--- config.mk ---
export PLATFORM = sky130hd
export DESIGN_NAME = ccs_top
export DESIGN_NICKNAME = d
export VERILOG_FILES = /design/src/ccs_pkg.sv /design/src/ccs_edge_if.sv /design/src/ccs_edge_det.sv /design/src/ccs_top.sv
export SDC_FILE = /design/constraint.sdc
export NUM_CORES = 1
export LEC_CHECK = 0
export ABC_AREA = 1
export BUFFER_PORTS_ARGS = -buffer_cell sky130_fd_sc_hd__buf_2
export CAP_MARGIN = 10
export CORE_MARGIN = 2
export CORE_UTILIZATION = 35
export DETAILED_ROUTE_END_ITERATION = 10
export PLACE_DENSITY = 0.56
export SLEW_MARGIN = 0
export SYNTH_ARGS = -nofsm -noshare
export SYNTH_HDL_FRONTEND = slang
export SYNTH_HIERARCHICAL = 1
export SYNTH_SLANG_ARGS = --single-unit
--- constraint.sdc ---
create_clock -name clock -period 1.05 [get_ports clock]
set_input_delay 0.1575 -clock clock [delete_from_list [all_inputs] [get_ports clock]]
set_output_delay 0.1575 -clock clock [all_outputs]
set_load 0.01 [all_outputs]
--- src/ccs_pkg.sv ---
// package: register address, field positions and reset values for comparator control
package ccs_pkg;
  localparam logic [7:0] CMP_CTRL_ADDR  = 8'h9b;
  localparam logic [7:0] CMP_CTRL_RESET = 8'h00;
  localparam int         EN_BIT         = 7;
  localparam int         OUT_BIT        = 6;
  localparam int         RISE_BIT       = 5;
  localparam int         FALL_BIT       = 4;
  localparam int         HYP_LSB        = 2;
  localparam int         HYN_LSB        = 0;
  localparam int         SYNC_STAGES    = 2;

  typedef enum logic [1:0] {
    HYS_OFF,
    HYS_LEVEL1,
    HYS_LEVEL2,
    HYS_LEVEL3
  } ccs_hyst_t;
endpackage

--- src/ccs_edge_if.sv ---
// interface: level and edge events between edge detector and register logic
`timescale 1ns/10ps
interface ccs_edge_if;
  logic level;
  logic rise;
  logic fall;
  modport det (output level, output rise, output fall);
  modport reg_side (input level, input rise, input fall);
endinterface

--- src/ccs_edge_det.sv ---
// edge detector: synchronises the analog result and reports edges
`timescale 1ns/10ps
module ccs_edge_det (
  // clock and reset
  input  wire logic  clock,
  input  wire logic  rst_n,
  input  wire logic  clk_en,
  // analog side
  input  wire logic  raw_in,
  input  wire logic  enable,
  // events
  ccs_edge_if.det    ev
);
  logic sync1_q;
  logic sync2_q;
  logic prev_q;

  // the first stage feeds only the second: the core output is asynchronous
  always_ff @(posedge clock) begin
    if (!rst_n) begin
      sync1_q <= 1'b0;
      sync2_q <= 1'b0;
      prev_q  <= 1'b0;
    end else if (clk_en) begin
      sync1_q <= raw_in & enable;
      sync2_q <= sync1_q;
      prev_q  <= sync2_q;
    end
  end

  assign ev.level = sync2_q;
  assign ev.rise  = clk_en & sync2_q & ~prev_q;
  assign ev.fall  = clk_en & ~sync2_q & prev_q;

  rise_one_cycle_a : assert property (@(posedge clock) disable iff (!rst_n)
    ev.rise |=> !ev.rise) else $error("rise event lasted two cycles");
  fall_one_cycle_a : assert property (@(posedge clock) disable iff (!rst_n)
    ev.fall |=> !ev.fall) else $error("fall event lasted two cycles");
  edge_exclusive_a : assert property (@(posedge clock) disable iff (!rst_n)
    !(ev.rise && ev.fall)) else $error("rise and fall together");
endmodule // ccs_edge_det

--- src/ccs_top.sv ---
// comparator control register: enable, output level, edge flags, hysteresis
`timescale 1ns/10ps
module ccs_top (
  // clock and reset
  input  wire logic       clock,
  input  wire logic       rst_n,
  input  wire logic       clk_en,
  // special function register port
  input  wire logic [7:0] sfr_addr,
  input  wire logic       sfr_wr,
  input  wire logic [7:0] sfr_wdata,
  input  wire logic       sfr_rd,
  output logic      [7:0] sfr_rdata,
  // comparator core
  input  wire logic       cmp_core_out,
  output logic            cmp_enable,
  output logic            cmp_low_power,
  output logic      [1:0] cmp_pos_hysteresis,
  output logic      [1:0] cmp_neg_hysteresis
);
  logic       en_q;
  logic       rise_q;
  logic       fall_q;
  logic [1:0] hyp_q;
  logic [1:0] hyn_q;

  ccs_edge_if ev ();

  ccs_edge_det u_det (
    .clock  (clock),
    .rst_n  (rst_n),
    .clk_en (clk_en),
    .raw_in (cmp_core_out),
    .enable (en_q),
    .ev     (ev.det)
  );

  wire sel      = (sfr_addr == ccs_pkg::CMP_CTRL_ADDR);
  wire wr_hit   = sfr_wr & sel;
  wire rd_hit   = sfr_rd & sel;
  // writing 0 clears a flag unless its edge arrives in the same cycle, writing 1 sets it (software may force events)
  wire rise_d   = ev.rise | (wr_hit ? sfr_wdata[ccs_pkg::RISE_BIT] : rise_q);
  wire fall_d   = ev.fall | (wr_hit ? sfr_wdata[ccs_pkg::FALL_BIT] : fall_q);
  wire [7:0] status_word = {en_q, ev.level, rise_q, fall_q, hyp_q, hyn_q};
  wire [7:0] rdata_d     = rd_hit ? status_word : 8'h00;

  always_ff @(posedge clock) begin
    if (!rst_n) begin
      en_q   <= ccs_pkg::CMP_CTRL_RESET[ccs_pkg::EN_BIT];
      rise_q <= ccs_pkg::CMP_CTRL_RESET[ccs_pkg::RISE_BIT];
      fall_q <= ccs_pkg::CMP_CTRL_RESET[ccs_pkg::FALL_BIT];
      hyp_q  <= ccs_pkg::CMP_CTRL_RESET[3:2];
      hyn_q  <= ccs_pkg::CMP_CTRL_RESET[1:0];
    end else if (clk_en) begin
      rise_q <= rise_d;
      fall_q <= fall_d;
      if (wr_hit) begin
        en_q  <= sfr_wdata[ccs_pkg::EN_BIT];
        hyp_q <= sfr_wdata[ccs_pkg::HYP_LSB +: 2];
        hyn_q <= sfr_wdata[ccs_pkg::HYN_LSB +: 2];
      end
    end
  end

  // output flops mirror control state one cycle later
  always_ff @(posedge clock) begin
    if (!rst_n) begin
      cmp_enable         <= 1'b0;
      cmp_low_power      <= 1'b1;
      cmp_pos_hysteresis <= ccs_pkg::HYS_OFF;
      cmp_neg_hysteresis <= ccs_pkg::HYS_OFF;
      sfr_rdata          <= 8'h00;
    end else if (clk_en) begin
      cmp_enable         <= en_q;
      cmp_low_power      <= ~en_q;
      cmp_pos_hysteresis <= hyp_q;
      cmp_neg_hysteresis <= hyn_q;
      sfr_rdata          <= rdata_d;
    end
  end

  set_beats_clear_a : assert property (@(posedge clock) disable iff (!rst_n)
    clk_en && ev.rise |=> rise_q) else $error("rise flag lost");
  fall_sticky_a : assert property (@(posedge clock) disable iff (!rst_n)
    clk_en && ev.fall |=> fall_q) else $error("fall flag lost");
  rise_holds_a : assert property (@(posedge clock) disable iff (!rst_n)
    rise_q && !wr_hit |=> rise_q) else $error("rise flag dropped");
  low_power_a : assert property (@(posedge clock) disable iff (!rst_n)
    clk_en && wr_hit && !sfr_wdata[7] ##1 clk_en |=> cmp_low_power)
    else $error("no low power after disable");
  enable_out_a : assert property (@(posedge clock) disable iff (!rst_n)
    clk_en && wr_hit ##1 clk_en |=> cmp_enable == $past(sfr_wdata[7], 2))
    else $error("enable not applied");
  pos_hyst_a : assert property (@(posedge clock) disable iff (!rst_n)
    clk_en && wr_hit ##1 clk_en
    |=> cmp_pos_hysteresis == $past(sfr_wdata[3:2], 2))
    else $error("positive hysteresis wrong");
  neg_hyst_a : assert property (@(posedge clock) disable iff (!rst_n)
    clk_en && wr_hit ##1 clk_en
    |=> cmp_neg_hysteresis == $past(sfr_wdata[1:0], 2))
    else $error("negative hysteresis wrong");
  level_read_a : assert property (@(posedge clock) disable iff (!rst_n)
    clk_en && rd_hit |=> sfr_rdata[6] == $past(ev.level))
    else $error("output level misread");

  // flags only move on an edge or a write hit
  fall_holds_a : assert property (@(posedge clock) disable iff (!rst_n)
    fall_q && !wr_hit |=> fall_q) else $error("fall flag dropped");
  rise_clear_a : assert property (@(posedge clock) disable iff (!rst_n)
    clk_en && wr_hit && !sfr_wdata[5] && !ev.rise |=> !rise_q)
    else $error("rise flag not cleared");
  fall_clear_a : assert property (@(posedge clock) disable iff (!rst_n)
    clk_en && wr_hit && !sfr_wdata[4] && !ev.fall |=> !fall_q)
    else $error("fall flag not cleared");
  fall_beats_clear_a : assert property (@(posedge clock) disable iff (!rst_n)
    clk_en && ev.fall && wr_hit |=> fall_q)
    else $error("fall lost to clear");

  // read path
  idle_rdata_a : assert property (@(posedge clock) disable iff (!rst_n)
    clk_en && !rd_hit |=> sfr_rdata == 8'h00)
    else $error("read data not idle");
  rise_read_a : assert property (@(posedge clock) disable iff (!rst_n)
    clk_en && rd_hit |=> sfr_rdata[5] == $past(rise_q))
    else $error("rise flag misread");
  fall_read_a : assert property (@(posedge clock) disable iff (!rst_n)
    clk_en && rd_hit |=> sfr_rdata[4] == $past(fall_q))
    else $error("fall flag misread");
  hyst_read_a : assert property (@(posedge clock) disable iff (!rst_n)
    clk_en && rd_hit |=> sfr_rdata[3:0] == $past({hyp_q, hyn_q}))
    else $error("hysteresis misread");
  en_read_a : assert property (@(posedge clock) disable iff (!rst_n)
    clk_en && rd_hit |=> sfr_rdata[7] == $past(en_q))
    else $error("enable misread");

  // control state is held between writes and while frozen
  low_power_inv_a : assert property (@(posedge clock) disable iff (!rst_n)
    cmp_low_power == !cmp_enable)
    else $error("low power not inverse of enable");
  en_hold_a : assert property (@(posedge clock) disable iff (!rst_n)
    !(clk_en && wr_hit) |=> $stable(en_q))
    else $error("enable changed without write");
  hyst_hold_a : assert property (@(posedge clock) disable iff (!rst_n)
    !(clk_en && wr_hit) |=> $stable({hyp_q, hyn_q}))
    else $error("hysteresis changed without write");
  freeze_rdata_a : assert property (@(posedge clock) disable iff (!rst_n)
    !clk_en |=> $stable(sfr_rdata))
    else $error("read data moved while frozen");
  freeze_flags_a : assert property (@(posedge clock) disable iff (!rst_n)
    !clk_en |=> $stable({rise_q, fall_q}))
    else $error("flags moved while frozen");

  cover_rise_c : cover property (@(posedge clock) disable iff (!rst_n)
    ev.rise ##[1:20] rise_q && wr_hit && !sfr_wdata[5]);
  cover_fall_c : cover property (@(posedge clock) disable iff (!rst_n)
    ev.fall && wr_hit);
  cover_dis_c : cover property (@(posedge clock) disable iff (!rst_n)
    cmp_enable ##1 cmp_low_power);
  cover_freeze_c : cover property (@(posedge clock) disable iff (!rst_n)
    !clk_en && wr_hit);
  cover_read_c : cover property (@(posedge clock) disable iff (!rst_n)
    clk_en && rd_hit && ev.level);
endmodule // ccs_top

==> impl_metrics.tcl, run 1 <==
set metrics [dict create \
    min_period_over_period 0.923 \
    core_area_um2 2810 \
    min_from "sfr_wdata[0]" \
    ys_seq_area_frac 0.459 \
    hold_end "hyn_q[0]$_SDFFE_PN0P_" \
    rsz0062_at_grt "false" \
    ios 36 \
    worstPathRequired_ns 0.89 \
    maxSlewViolCount 0 \
    syn_inst 141 \
    via_count 961 \
    grt_pass1_wl_mm 3.66 \
    dr.pass1.iters 7 \
    power_w 0.00156 \
    post_cts_buffers 0 \
    critical-path-top-delay-family "flip-flops" \
    num_antenna_cells 0 \
    setup-tns-final_ns 0 \
    worst_pin_slew_ns 0.257 \
    synth.distinct_cells 19 \
    vias_per_cell 4.60 \
    place_congestion 0.732 \
    detail-route-antenna-nets 0 \
    drc 3 \
    cts.sinks 24 \
    ff2ff_setup_slack_ns 0.19 \
    syn_nets 163 \
    p_per_area_nw_per_um2 1220 \
    fin_nets 201 \
    regArea_um2 480 \
    cp_slowest_stage_delay_ns 0.37 \
    num_rows 19 \
    drt_iter0_drc 19 \
    fill_cells 317 \
    synth-warning-count 6 \
    die_h_um 58.7 \
    holdPathStages 3 \
    violations "design-rule violations" \
    die_w_um 58.7 \
    ys_ff_latch 24 \
    hp-class "in2reg" \
    arrival_ns 0.81 \
    syn_avg_cell_area_um2 7.42 \
    cts-root-buf "clkbuf_4" \
    grt_pass1_vias 873 \
    cpMaxStageDelayCell "dfxtp_1" \
    start_util 0.373 \
    rr_worst_depth 4 \
    ctsResizeCount 0 \
    syn_to_final_growth_pct 22.6 \
    path_cells "buf_2" \
    holdWs_ns 0.0592 \
    critPathCaptureType "output pin" \
    worstSetupPathType "reg2out" \
    multiInputGateArea_um2 439 \
    grt_util_all_layers 0.136 \
    overflow 0 \
    crit_path_max_fanout 2 \
    slew_headroom 0.827 \
    path_clk_slew_ns 0.13 \
    clkLatencyLatePin_ns 0.31 \
    dp_hpwl_mm 1.68 \
    grt_max_degree 15 \
    status "complete, but fails checks" \
    timing.fmax_mhz 1030 \
    period_needed_ns 0.969 \
    wire_per_inst_um 10.5 \
    hold_viol_final 0 \
    timing.rr.start "en_q$_SDFFE_PN0P_" \
    synthesis.area_um2 1050 \
    max_cap_violations 0 \
    numCtsBuffers 3 \
    setup_viol 0 \
    die-area_um2 3440 \
    cts_max_level 1 \
    drive_above_1_share 0.303 \
    cts-hold-fix-buffers 0 \
    wl_mm 2.19 \
    clock_skew_ns 0.00100 \
    cts_tree "yes" \
    p_leak_nw 0.651 \
    r2r-end "sfr_rdata[7]$_SDFFE_PN0P_" \
    cp-start-kind "flip-flop" \
    port_buffers 34 \
    antenna_found_initial 0 \
    clockBufferDepth 2 \
    path_buf_inv 1 \
    peakVddDrop_uv 453 \
]
-- cell usage in the layout, fill, tap and decap left out, types with 2 or more instances in the layout --
| cell | n |
|---|---|
| a21oi_1 | 13 |
| buf_2 | 34 |
| buf_4 | 6 |
| clkbuf_4 | 3 |
| clkinv_1 | 2 |
| dfxtp_1 | 24 |
| inv_1 | 14 |
| inv_2 | 2 |
| nand2_1 | 38 |
| nand2_2 | 2 |
| nand3_1 | 2 |
| nand4_1 | 10 |
| nor2_1 | 15 |
| nor2_4 | 2 |
| o21ai_0 | 6 |
-- cell usage after synthesis --
| cell | count | area [µm²] |
|---|---|---|
| a21oi_2 | 1 | 8.76 |
| a21boi_2 | 1 | 11.3 |
| o21ai_0 | 6 | 30.0 |
| nand3_4 | 1 | 17.5 |
| buf_4 | 5 | 37.5 |
| nor2_4 | 2 | 22.5 |
| inv_2 | 2 | 7.51 |
| inv_1 | 14 | 52.6 |
| clkinv_2 | 1 | 5.00 |
| buf_6 | 1 | 11.3 |
| clkinv_1 | 2 | 7.51 |
| nand2_1 | 38 | 143 |
| nand2_2 | 2 | 12.5 |
| buf_2 | 1 | 5.00 |
| a21oi_1 | 13 | 65.1 |
| nor2_1 | 15 | 56.3 |
| nand3_1 | 2 | 10.0 |
| dfxtp_1 | 24 | 480 |
| nand4_1 | 10 | 62.6 |
-- cell type report --
class / instances / share of cell area
multi-input combinational: 91 / 0.342
sequential: 24 / 0.375
clock buffer: 4 / 0.0283
tap: 31 / 0.0302
timing repair buffer: 40 / 0.168
inverter: 19 / 0.0566
-- worst max-delay path by stage --
stage | slack, ns | cells past startpoint | startpoint | endpoint
after global routing | 0.03 | 1 | cmp_enable$_SDFFE_PN0P_ | cmp_enable
after CTS | 0.07 | 1 | cmp_enable$_SDFFE_PN0P_ | cmp_enable
after global placement | 0.07 | 9 | sfr_addr[5] | rise_q$_SDFFE_PN0P_
final | 0.08 | 1 | cmp_enable$_SDFFE_PN0P_ | cmp_enable
after floorplan | 0.19 | 8 | clk_en | en_q$_SDFFE_PN0P_
after detailed placement | 0.04 | 9 | sfr_addr[5] | fall_q$_SDFFE_PN0P_
-- metrics by stage --
step	std cells	instance area (µm²)	setup WS, ns	utilization
3_5_place_dp	205	1250	0.0415	0.444
4_1_cts	209	1280	0.0717	0.457
5_1_grt	209	1280	0.0277	0.457
6_report	209	1280	0.0810	0.457
3_3_place_gp	205	1250	0.0682	0.444
2_1_floorplan	141	1050	0.193	-
-- logic make-up after synthesis --
kind of cell,share of synthesized area
and+or+nand+nor,0.310
DFF,0.459
AOI/OAI and AO/OA,0.110
buffers and inverters,0.121
-- state kept, by name (all words and copies together), names as in the netlist --
register	flops
sfr_rdata	8
rise_q	1
en_q	1
cmp_low_power	1
hyn_q	2
u_det/ev.level	1
hyp_q	2
cmp_neg_hysteresis	2
cmp_enable	1
u_det/sync1_q	1
u_det/prev_q	1
fall_q	1
cmp_pos_hysteresis	2
-- power by group --
| part | internal, W | switching [W] | total [W] |
|---|---|---|---|
| Clock | 0.000212 | 0.000278 | 0.000490 |
| Sequential | 0.000924 | 0.00000719 | 0.000931 |
| Combinational | 0.0000608 | 0.0000815 | 0.000142 |
| Total | 0.00120 | 0.000367 | 0.00156 |
-- layer usage --
| layer | part of all wire | up-vias | track usage |
|---|---|---|---|
| met5 | 0 | - | 0 |
| met4 | 0.0087 | 0 | 0.0487 |
| met3 | 0.051 | 2 | 0.0198 |
| met2 | 0.48 | 22 | 0.231 |
| met1 | 0.46 | 417 | 0.177 |
| li1 | - | 520 | - |
Power figures use the tool's default switching activity.
==> inputs of run 2 (changes only) <==
Settings changed: CTS_BUF_LIST set to sky130_fd_sc_hd__clkbuf_8, CTS_CLUSTER_DIAMETER set to 120.
==> impl_metrics.tcl, run 2 (same netlist as run 1, synthesis figures left out) <==
set metrics [dict create \
    start_util 0.373 \
    p_leak_nw 0.658 \
    critPathCaptureType "output pin" \
    ios 36 \
    share_comb_of_total_power 0.083 \
    final_common_cell "nand2_1" \
    arrival_ns 0.75 \
    seqPwrFrac 0.547 \
    worstSetupPathType "reg2out" \
    largest_reg_flops 8 \
    status "complete, but fails checks" \
    cpMaxStageDelayCell "dfxtp_1" \
    p_int_w 0.00132 \
    maxSlewViolCount 0 \
    detail-route-antenna-nets 0 \
    path_buf_inv 1 \
    min_period_over_period 0.864 \
    num_antenna_cells 0 \
    clkPwrFrac 0.370 \
    antenna_found_initial 0 \
    num_rows 19 \
    cp_slowest_stage_delay_ns 0.35 \
    path_cells "buf_2" \
    hold_viol_final 0 \
    regArea_um2 480 \
    fill_cells 310 \
    setup-tns-final_ns 0 \
    grt_pass1_vias 870 \
    top_register "sfr_rdata" \
    crit_path_max_fanout 2 \
    cts-root-buf "clkbuf_8" \
    dp_hpwl_mm 1.68 \
    grt_util_all_layers 0.137 \
    wire_per_inst_um 10.5 \
    drt_iter0_drc 19 \
    grt_max_degree 15 \
    timing.fmax_mhz 1100 \
    ctsResizeCount 0 \
    cp-start-kind "flip-flop" \
    peakVddDrop_uv 634 \
    cts_max_level 1 \
    dr.pass1.iters 7 \
    worstPathRequired_ns 0.89 \
    period_needed_ns 0.908 \
    rsz0062_at_grt "false" \
    layout_common_cells "nand2_1 (38), buf_2 (34), dfxtp_1 (24)" \
    wl_mm 2.19 \
    violations "design-rule violations" \
    p_switching_w 0.000383 \
    slew_headroom 0.826 \
    fin_nets 201 \
    die_w_um 58.7 \
    numCtsBuffers 3 \
    vias_per_cell 4.56 \
    multiInputGateArea_um2 439 \
    clock_skew_ns 0.00300 \
    port_buffers 34 \
    place_congestion 0.732 \
    die-area_um2 3440 \
    core_area_um2 2810 \
    path_clk_slew_ns 0.09 \
    post_cts_buffers 0 \
    die_h_um 58.7 \
    max_cap_violations 0 \
    cts_tree "yes" \
    ff2ff_setup_slack_ns 0.20 \
    critical-path-top-delay-family "flip-flops" \
    clockBufferDepth 2 \
    switching_share 0.225 \
    hp-class "in2reg" \
    drc 3 \
    worst_pin_slew_ns 0.259 \
    fin_ws_ns 0.142 \
    pre_cts_slack_ns 0.0415 \
    cts.sinks 24 \
    syn_to_final_growth_pct 24.4 \
    via_count 953 \
    grt_pass1_wl_mm 3.67 \
    cts-hold-fix-buffers 0 \
    drive_above_1_share 0.303 \
    setup_viol 0 \
    overflow 0 \
    clkLatencyLatePin_ns 0.27 \
    p_per_area_nw_per_um2 1310 \
]
==> run 2: cell counts in the layout (fill, tap and decap cells not counted) <==
Identical to the previous run, type by type.
==> run 2: final cells by class <==
cell class / instances / area share
timing repair buffer: 40 / 0.165
inverter: 19 / 0.0558
multi-input combinational: 91 / 0.337
clock buffer: 4 / 0.0423
sequential: 24 / 0.369
tap: 31 / 0.0298
==> run 2: power by group through the flow <==
stage               registers (W)  clock network (W)  logic [W]
floorplan                0.000953                  0  0.0000770
global placement         0.000951                  0   0.000140
detailed placement       0.000951                  0   0.000144
CTS                      0.000930           0.000639   0.000145
global route             0.000932           0.000690   0.000159
finish                   0.000930           0.000629   0.000142
==> run 2: path summary, 6_finish.rpt <==
| check | start | to | depth (start not counted) |
|---|---|---|---|
| min reg2reg | cmp_pos_hysteresis[1]$_SDFFE_PN0P_ | cmp_pos_hysteresis[1]$_SDFFE_PN0P_ | 2 |
| max reg2reg | en_q$_SDFFE_PN0P_ | sfr_rdata[7]$_SDFFE_PN0P_ | 4 |
| min | sfr_wdata[0] | hyn_q[0]$_SDFFE_PN0P_ | 3 |
| max | cmp_enable$_SDFFE_PN0P_ | cmp_enable | 1 |
==> run 2: routing by layer <==
layer,up-vias,wire [µm],global-route usage
met5,-,0,0
met4,0,23,0.0390
met3,4,113,0.0264
met2,21,1030,0.233
met1,411,1020,0.177
li1,517,-,-
==> run 2: metrics by stage <==
step | area, µm² | power [W] | instances | hold slack (ns) | utilization
global placement | 1250 | 0.00109 | 205 | 0.378 | 0.444
detailed placement | 1250 | 0.00110 | 205 | 0.385 | 0.444
floorplan | 1050 | 0.00103 | 141 | 0.292 | -
CTS | 1300 | 0.00171 | 209 | 0.108 | 0.464
finish | 1300 | 0.00170 | 209 | 0.106 | 0.464
global route | 1300 | 0.00178 | 209 | 0.134 | 0.464
